**src/verilog/adc_result_pkg.sv**
```systemverilog
/*
 * Shared constants for the voltage result register bank: register byte
 * addresses, channel indices, reset value, sign position and span limit.
 * Assumes an 8-bit register address space served by the control port.
 */
package adc_result_pkg;

	// Channel indices into the per-channel arrays.
	localparam int CHANNELS = 3;
	localparam int BUS_CH = 0;
	localparam int BAT_CH = 1;
	localparam int SYS_CH = 2;

	// Byte addresses of the result registers, high byte then low byte.
	localparam logic [7:0] BUS_HI_ADDR = 8'h1B;
	localparam logic [7:0] BUS_LO_ADDR = 8'h1C;
	localparam logic [7:0] BAT_HI_ADDR = 8'h1D;
	localparam logic [7:0] BAT_LO_ADDR = 8'h1E;
	localparam logic [7:0] SYS_HI_ADDR = 8'h1F;
	localparam logic [7:0] SYS_LO_ADDR = 8'h20;

	// Address tables indexed by channel.
	localparam logic [7:0] HI_ADDR [CHANNELS] = '{
		BUS_HI_ADDR, BAT_HI_ADDR, SYS_HI_ADDR};
	localparam logic [7:0] LO_ADDR [CHANNELS] = '{
		BUS_LO_ADDR, BAT_LO_ADDR, SYS_LO_ADDR};

	// Every result byte resets to this value, and unmapped reads show it.
	localparam logic [7:0] RESULT_RESET = 8'h00;

	// Sign position in the 16-bit result and in its high byte.
	localparam int SIGN_BIT = 15;
	localparam int HI_SIGN_BIT = 7;

	// Upper end of the reported span, in millivolts (10 V).
	localparam logic signed [15:0] SPAN_MAX_MV = 16'sh2710;

endpackage

```
**src/verilog/result_channel.sv**
```systemverilog
/*
 * One voltage result channel: the 16-bit result, plus a shadow of the low
 * byte taken when the high byte is read, so a high-then-low read pair
 * returns halves of one conversion.
 * Assumes high and low reads never arrive in the same cycle.
 */
`timescale 1ns/1ps

module result_channel (
	input wire logic clk_i,
	input wire logic nrst_i,
	input wire logic clear_i,
	input wire logic load_i,
	input wire logic [15:0] value_i,
	input wire logic rd_hi_i,
	input wire logic rd_lo_i,
	output logic [15:0] result_o,
	output logic [7:0] lo_o,
	output logic held_o
);

	logic [15:0] result_q, result_d;
	logic [7:0] shadow_q, shadow_d;
	logic held_q, held_d;

	// Next state; the restore command beats both a load and a read.
	always_comb begin
		result_d = result_q;
		shadow_d = shadow_q;
		held_d = held_q;
		if (load_i) begin
			result_d = value_i;
		end
		// pair coherence
		if (rd_hi_i) begin
			shadow_d = result_q[7:0];
			held_d = 1'b1;
		end else if (rd_lo_i) begin
			held_d = 1'b0;
		end
		// restore clears
		if (clear_i) begin
			result_d = {2{adc_result_pkg::RESULT_RESET}};
			shadow_d = adc_result_pkg::RESULT_RESET;
			held_d = 1'b0;
		end
	end

	// reset to zero
	always_ff @(posedge clk_i or negedge nrst_i) begin
		if (!nrst_i) begin
			result_q <= {2{adc_result_pkg::RESULT_RESET}};
			shadow_q <= adc_result_pkg::RESULT_RESET;
			held_q <= 1'b0;
		end else begin
			result_q <= result_d;
			shadow_q <= shadow_d;
			held_q <= held_d;
		end
	end

	// A pending shadow hides later conversions from the low byte.
	assign lo_o = held_q ? shadow_q : result_q[7:0];
	assign result_o = result_q;
	assign held_o = held_q;

endmodule // result_channel

```
**src/verilog/adc_voltage_result_registers.sv**
```systemverilog
/*
 * Read-only result registers of the monitoring converter for the input bus,
 * battery and system rail voltages, read through the register read port of
 * the control interface.
 * Assumes the serial engine and the conversion engine run on clk_i and give
 * one-cycle read and load strobes; watchdog expiry is not wired here since
 * it leaves these registers alone.
 */
//
// Notes on behaviour
// Byte 0x1C reads the bus voltage low byte, 128 mV at bit 7 to 1 mV.
// Byte 0x1D reads the battery high byte, sign then 16384 to 256 mV.
// Byte 0x1E reads the battery low byte, 128 mV down to 1 mV.
// Byte 0x1F reads the system rail high byte, sign then 16384 to 256 mV.
// Byte 0x20 reads the system rail low byte, 128 mV down to 1 mV.
// Each 16-bit result is two's complement with bit 15 as the sign.
// All bytes are read-only, zero after reset and after the restore command.
// Results cover zero to ten volts, larger readings saturate at 10 V; readings below zero are stored unchanged.
// Byte 0x1B reads the bus voltage high byte, sign then 16384 to 256 mV.
// A high-then-low read pair returns both bytes of one conversion.
`timescale 1ns/1ps

module adc_voltage_result_registers (
	input wire logic clk_i,
	input wire logic nrst_i,
	input wire logic reg_rst_i,
	input wire logic conv_valid_i,
	input wire logic [15:0] conv_bus_i,
	input wire logic [15:0] conv_bat_i,
	input wire logic [15:0] conv_sys_i,
	input wire logic rd_en_i,
	input wire logic [7:0] rd_addr_i,
	output logic [7:0] rd_data_o,
	output logic rd_valid_o
);

	localparam int CH = adc_result_pkg::CHANNELS;

	logic [15:0] raw_w [CH];
	logic [15:0] clamp_w [CH];
	logic [15:0] result_w [CH];
	logic [7:0] res_hi_w [CH];
	logic [7:0] res_lo_w [CH];
	logic [7:0] lo_w [CH];
	logic [CH-1:0] held_w;
	logic [CH-1:0] rd_hi_w;
	logic [CH-1:0] rd_lo_w;
	logic [7:0] rd_data_q, rd_data_d;
	logic rd_valid_q, rd_valid_d;

	// Conversion inputs gathered by channel index.
	assign raw_w[adc_result_pkg::BUS_CH] = conv_bus_i;
	assign raw_w[adc_result_pkg::BAT_CH] = conv_bat_i;
	assign raw_w[adc_result_pkg::SYS_CH] = conv_sys_i;

	// One channel per measured voltage, with its address decode.
	for (genvar i = 0; i < CH; i++) begin : g_ch
		// span saturation
		assign clamp_w[i] = ($signed(raw_w[i]) > adc_result_pkg::SPAN_MAX_MV)
			? adc_result_pkg::SPAN_MAX_MV : raw_w[i];
		// sign kept whole
		// The clamp only lowers positive readings, so bit 15 always passes.
		assign res_hi_w[i] = result_w[i][15:8];
		assign res_lo_w[i] = result_w[i][7:0];
		assign rd_hi_w[i] = rd_en_i && (rd_addr_i == adc_result_pkg::HI_ADDR[i]);
		assign rd_lo_w[i] = rd_en_i && (rd_addr_i == adc_result_pkg::LO_ADDR[i]);

		result_channel u_chan (
			.clk_i(clk_i),
			.nrst_i(nrst_i),
			.clear_i(reg_rst_i),
			.load_i(conv_valid_i),
			.value_i(clamp_w[i]),
			.rd_hi_i(rd_hi_w[i]),
			.rd_lo_i(rd_lo_w[i]),
			.result_o(result_w[i]),
			.lo_o(lo_w[i]),
			.held_o(held_w[i])
		);
	end

	// Read mux; unmapped addresses read zero and nothing is writable.
	// There is no write path at all, so a host cannot disturb a result
	// that the conversion engine is about to replace.
	// read-only bytes
	always_comb begin
		rd_valid_d = rd_en_i;
		rd_data_d = rd_data_q;
		if (rd_en_i) begin
			rd_data_d = adc_result_pkg::RESULT_RESET;
			for (int i = 0; i < CH; i++) begin
				// byte map
				if (rd_hi_w[i]) begin
					rd_data_d = res_hi_w[i];
				end
				if (rd_lo_w[i]) begin
					rd_data_d = lo_w[i];
				end
			end
		end
	end

	// Read data is registered, so it lands one cycle after the strobe.
	always_ff @(posedge clk_i or negedge nrst_i) begin
		if (!nrst_i) begin
			rd_data_q <= adc_result_pkg::RESULT_RESET;
			rd_valid_q <= 1'b0;
		end else begin
			rd_data_q <= rd_data_d;
			rd_valid_q <= rd_valid_d;
		end
	end

	assign rd_data_o = rd_data_q;
	assign rd_valid_o = rd_valid_q;

	// Helper copies of each low byte at its last high-byte read. They are
	// read only by the checks below, and let a pair be followed across any
	// number of idle cycles without a long repetition in a property.
	logic [7:0] pair_lo_q [CH];
	logic [7:0] pair_lo_d [CH];

	// Next copy: taken on every high-byte read, a re-read included.
	always_comb begin
		for (int i = 0; i < CH; i++) begin
			pair_lo_d[i] = pair_lo_q[i];
			if (rd_hi_w[i]) begin
				pair_lo_d[i] = res_lo_w[i];
			end
		end
	end

	// Copy register; cleared with the rest of the bank on reset.
	always_ff @(posedge clk_i or negedge nrst_i) begin
		if (!nrst_i) begin
			for (int i = 0; i < CH; i++) begin
				pair_lo_q[i] <= adc_result_pkg::RESULT_RESET;
			end
		end else begin
			pair_lo_q <= pair_lo_d;
		end
	end

	// A whole cleared result, for the restore check.
	localparam logic [15:0] ZERO_RESULT = {2{adc_result_pkg::RESULT_RESET}};
endmodule // adc_voltage_result_registers

```
**config.mk**
```make
export PLATFORM = sky130hd
export DESIGN_NAME = adc_voltage_result_registers
export DESIGN_NICKNAME = d
export VERILOG_FILES = /design/src/verilog/adc_result_pkg.sv /design/src/verilog/result_channel.sv /design/src/verilog/adc_voltage_result_registers.sv
export SDC_FILE = /design/constraint.sdc
export NUM_CORES = 1
export LEC_CHECK = 0
export BUFFER_PORTS_ARGS = -buffer_cell sky130_fd_sc_hd__buf_2
export CORE_AREA = 10 10 117 119
export DETAILED_ROUTE_END_ITERATION = 10
export DIE_AREA = 0 0 127 129
export PLACE_DENSITY = 0.56
export SLEW_MARGIN = 10
export SYNTH_ARGS = -nofsm -noshare
export SYNTH_HDL_FRONTEND = slang
export SYNTH_SLANG_ARGS = --single-unit
```
**constraint.sdc**
```tcl
create_clock -name clk_i -period 2.91 [get_ports clk_i]
set_input_delay 0.582 -clock clk_i [delete_from_list [all_inputs] [get_ports clk_i]]
set_output_delay 0.582 -clock clk_i [all_outputs]
set_load 0.02 [all_outputs]
```
* After elaboration in Yosys (flattened, before gate mapping)
Index checks and enable logic that the tools add are counted.
Cells by class: $lt $le $gt $ge 3, equal/unequal tests 6, muxes and demuxes 33, reductions and logical operators 13
Operator list (number):
- $mux W16 | 9
- $mux W8 | 15
- $gt A16 B15 Y1 const B | 3
- $eq A8 B5 Y1 const B | 5
- $mux W1 | 9
- $reduce_bool A3 Y1 | 3
- $eq A8 B6 Y1 const B | 1
- $reduce_bool A2 Y1 | 4
- $logic_and A1 B1 Y1 | 6
Word-level totals: register bits 84, input port bits 61

* Logic depth before layout (Yosys ltp)
depth after elaboration 8, mapped depth 6

* Modules after synthesis
From an unflattened synthesis, not the netlist that was laid out.
Unflattened totals: cells, all modules 479, area, all modules 4867.2 sq um
Modules (own cells, without submodules):
- result_channel | instances 3, cells each 91, area an instance 1119.8 sq um, seq. area each 625.6 sq um
- adc_voltage_result_registers | instances 1, cells each 206, area an instance 1507.7 sq um, seq. area each 225.2 sq um

* Worst setup path after synthesis
OpenSTA, ideal clock, no wires.
kind input to register, from in rd_addr_i[5], to reg g_ch[0].u_chan.shadow_q[0], library setup time 132 ps, arrival time 2089 ps, slack 689 ps, cell stages on the path 6, buffers on the path 2, path through or4b_1 > buf_2 > nor4_4 > buf_6 > mux2i_1 > nor2_1
On the way: cells in the longest elaborated chain, start to end 3
RTL lines:
- start: declaration | RTL line adc_voltage_result_registers.sv:32 | input wire logic [7:0] rd_addr_i,
- $eq A8 B5 Y1 | RTL line adc_voltage_result_registers.sv:65 | assign rd_hi_w[i] = rd_en_i && (rd_addr_i == adc_result_pkg::HI_ADDR[i]);
- $logic_and A1 B1 Y1 | RTL line adc_voltage_result_registers.sv:65
- $reduce_bool A2 Y1 (no line)
- end signal: assignment | RTL line result_channel.sv:53 | shadow_q <= adc_result_pkg::RESULT_RESET;
- end signal: assignment | RTL line result_channel.sv:57 | shadow_q <= shadow_d;
- end: declaration | RTL line result_channel.sv:23 | logic [7:0] shadow_q, shadow_d;
No other way between the ends. A chain may end at the register's enable or synchronous reset.

* Final worst setup path
from in rd_addr_i[5], to reg rd_data_q[1], in the netlist rd_data_o[1]
On the way: cells in the longest elaborated chain, start to end 8, elaborated cells on any way between the ends 18
RTL lines:
- $eq A8 B5 Y1 | RTL line adc_voltage_result_registers.sv:65
- $logic_and A1 B1 Y1 | RTL line adc_voltage_result_registers.sv:65
- $mux W8 | RTL line adc_voltage_result_registers.sv:93 | if (rd_hi_w[i]) begin
- $mux W8 | RTL line adc_voltage_result_registers.sv:96 | if (rd_lo_w[i]) begin
- $mux W8 | RTL line adc_voltage_result_registers.sv:93
- $mux W8 | RTL line adc_voltage_result_registers.sv:96
- $mux W8 | RTL line adc_voltage_result_registers.sv:93
- $mux W8 (*) | RTL line adc_voltage_result_registers.sv:96
- end signal: assignment | RTL line adc_voltage_result_registers.sv:106 | rd_data_q <= adc_result_pkg::RESULT_RESET;
- end signal: assignment | RTL line adc_voltage_result_registers.sv:109 | rd_data_q <= rd_data_d;
- end: declaration | RTL line adc_voltage_result_registers.sv:48 | logic [7:0] rd_data_q, rd_data_d;
Mark *: on every way between the ends. The rest lies on a longest branch, timed or not.

==> results.py <==
metrics = {
    "outcome": {
        "outcome": "finished, final reports clean",
    },
    "logic_synthesis": {
        "synth.most_common_cell": "dfrtp_1",
        "synth_edf_count": 0,
        "ys_types": 38,
        "synthTopCellsByArea": "dfrtp_1, mux2i_1, nor2_1",
        "yosys_warnings": 0,
        "yosys.area.top_type": "dfrtp_1",
        "ys_seq_area_share_pct": 47.66,
        "synth_ff_type": "dfrtp_1",
        "synth_area_per_cell_um2": 9.567,
        "synthCells": 461,
        "synth.cell_area_um2": 4410,
        "synth_common_cells": "dfrtp_1, nor2_1, inv_1",
        "ys_async_sr_fraction_pct": 100.0,
        "ys_ff_latch": 84,
        "syn-num-nets": 522,
        "synth_top_area_share_pct": 47.66,
    },
    "final_layout": {
        "drive_gt1_share_pct": 19.47,
        "final_util_pct": 46.22,
        "syn_to_final_growth_pct": 18.64,
        "stdcell_area_um2": 5233,
        "finalNonFillerCells": 667,
        "diodes": 0,
        "nFillCells": 1071,
        "fin_nets": 580,
    },
    "worst_setup_path": {
        "start_kind": "primary input",
        "crit_arrival_ns": 2.41,
        "worstSetupPathType": "primary input to register",
        "crit_fanout": 8,
        "path_cells": "buf_2 -> or4b_1 -> nor2_1 -> a32oi_1 -> o22ai_1",
        "slowest_stage": "or4b_1",
        "cp-end-kind": "register",
        "cp.required_ns": 3.16,
        "cpPeakStageDelay_ns": 0.67,
    },
    "run": {
        "maxCapViolCount": 0,
    },
    "global_routing": {
        "grt_pass1_vias": 3852,
        "grt_antenna_before_repair": 0,
        "grt_max_degree": 47,
        "grt_use_total_pct": 14.57,
        "overflow": 0,
        "grt_pass1_wl_um": 19800,
    },
    "worst_hold_path": {
        "holdCritPathClass": "primary input to asynchronous set/reset pin",
    },
    "timing": {
        "setup-tns-final_ns": 0,
        "fmax_mhz": 462.4,
        "slew_violations": 0,
        "whs_ns": 0.2226,
        "rsz0062_at_grt": "false",
        "hold_viol_final": 0,
        "fin_crit_sh_pct": 74.32,
        "setup_slack_ns": 0.7472,
        "period_minus_slack_ns": 2.163,
        "tightestPinTransition_ns": 1.182,
        "skew_ns": 0.006704,
        "relSlewSlack_pct": 21.18,
        "finalSetupViolations": 0,
    },
    "placed_design": {
        "gp_congestion": 0.7862,
        "placed_area_um2": 4913,
        "dpl.hpwl_um": 8849,
        "dp.cells": 650,
        "dp_slack_ns": 0.4201,
        "portBuffers": 69,
    },
    "clocking": {
        "clockBufferDepth": 2,
        "cts_tree": "done",
        "cts.repair.resized": 0,
        "cts.clk_slew.worst_paths_ns": 0.06,
        "clock_latency_ns": 0.33,
        "cts_setup_buffers": 0,
        "clockRootBuffer": "clkbuf_16",
        "hold_buffers": 0,
        "cts_sinks": 84,
        "cts_buffers": 9,
        "htreeDepth": 3,
    },
    "detailed_routing": {
        "drt-total-wl_um": 11680,
        "via_per_inst": 5.528,
        "ant_nets": 0,
        "drt_iter0_drc": 218,
        "vias": 3687,
        "route.detailed.drc": 0,
        "first_pass_iters": 5,
        "avgRoutedWirePerCell_um": 17.52,
    },
    "floorplan": {
        "start_util_pct": 38.96,
        "ios": 70,
        "die_h_um": 129,
        "rows": 39,
        "die_x_um": 127,
        "die_area_um2": 16380,
        "coreArea_um2": 11320,
    },
    "power_and_ir_drop": {
        "p_leak_nw": 2.282,
        "peakVddDrop_mv": 0.2495,
        "powerDensity_nw_per_um2": 523.9,
        "total_power_mw": 2.742,
    },
}
[worst paths after layout]
kind / start / end / slack [ns] / cells after the start
min reg2reg: g_ch[0].u_chan.shadow_q[3] / g_ch[0].u_chan.shadow_q[3] / 0.52 / 2
min in group clk_i: rd_en_i / rd_valid_o / 0.51 / 1
min: nrst_i / g_ch[1].u_chan.result_o[8] / 0.22 / 1
max: rd_addr_i[5] / rd_data_o[1] / 0.75 / 5
max in group asynchronous: nrst_i / g_ch[2].u_chan.shadow_q[3] / 2.06 / 2
max reg2reg: g_ch[0].u_chan.held_o / rd_data_o[0] / 1.43 / 3
[cells by family (layout without fill, tap and decap cells)]
group	after synthesis	in the layout	share of synthesized area [%]
buf+inv	80	143	7.177
compound gates	115	115	18.92
mux	39	39	8.908
simple gates	143	143	17.33
flops	84	84	47.66
[layout by cell type, fill, tap and decap left out, types with 2 or more instances in the layout]
| master | count |
|---|---|
| a311oi_1 | 15 |
| mux2_2 | 2 |
| nor4_1 | 3 |
| o21ai_1 | 3 |
| dfrtp_1 | 84 |
| clkbuf_8 | 3 |
| nor4b_1 | 2 |
| nor2_1 | 64 |
| mux2i_1 | 37 |
| nand2_1 | 19 |
| o32ai_1 | 24 |
| a221o_1 | 3 |
| a32oi_1 | 7 |
| o211ai_1 | 6 |
| or4_1 | 6 |
| clkbuf_16 | 9 |
| o22ai_1 | 19 |
| buf_4 | 9 |
| o21ai_0 | 17 |
| a21oi_1 | 13 |
| nor2b_1 | 3 |
| nand2b_1 | 3 |
| buf_12 | 3 |
| nand3_1 | 7 |
| and4_1 | 3 |
| inv_1 | 46 |
| buf_2 | 69 |
| nand3b_1 | 27 |
| a221oi_1 | 3 |
[layout make-up]
class	count	area [µm²]	area share (%)
tap	143	178.9	3.419
sequential	84	2102	40.17
multi-input combinational	297	1992	38.07
timing repair buffer	81	473.0	9.039
clock inverter	3	43.79	0.8369
clock buffer	13	270.3	5.165
inverter	46	172.7	3.300
[flip-flops by register name (all words and copies together) (netlist names)]
name / cells
g_ch.u_chan.result_o: 48
g_ch.u_chan.held_o: 3
rd_valid_o: 1
rd_data_o: 8
g_ch.u_chan.shadow_q: 24
[worst max-delay path, delay by kind of cell]
kind / cells / cell delay [ns]
compound gates: 2 / 0.50
buf+inv: 1 / 0.11
simple gates: 2 / 1.22
[report_power, final]
part	internal [mW]	switching (mW)	total, mW
clock network	0.736	0.449	1.18
registers	1.22	0.0329	1.25
logic	0.118	0.192	0.309
total	2.07	0.673	2.74
[routing by layer]
metal  track usage, %  share of wire (%)  vias up  wire length [µm]
li1                 -                  -     1803                 -
met1            20.02                 48     1795              5628
met2            22.57                 47       82              5498
met3            3.409                4.1        7               477
met4            3.617               0.68        0                79
met5                0                  0        -                 0
Power figures use the tool's default switching activity.
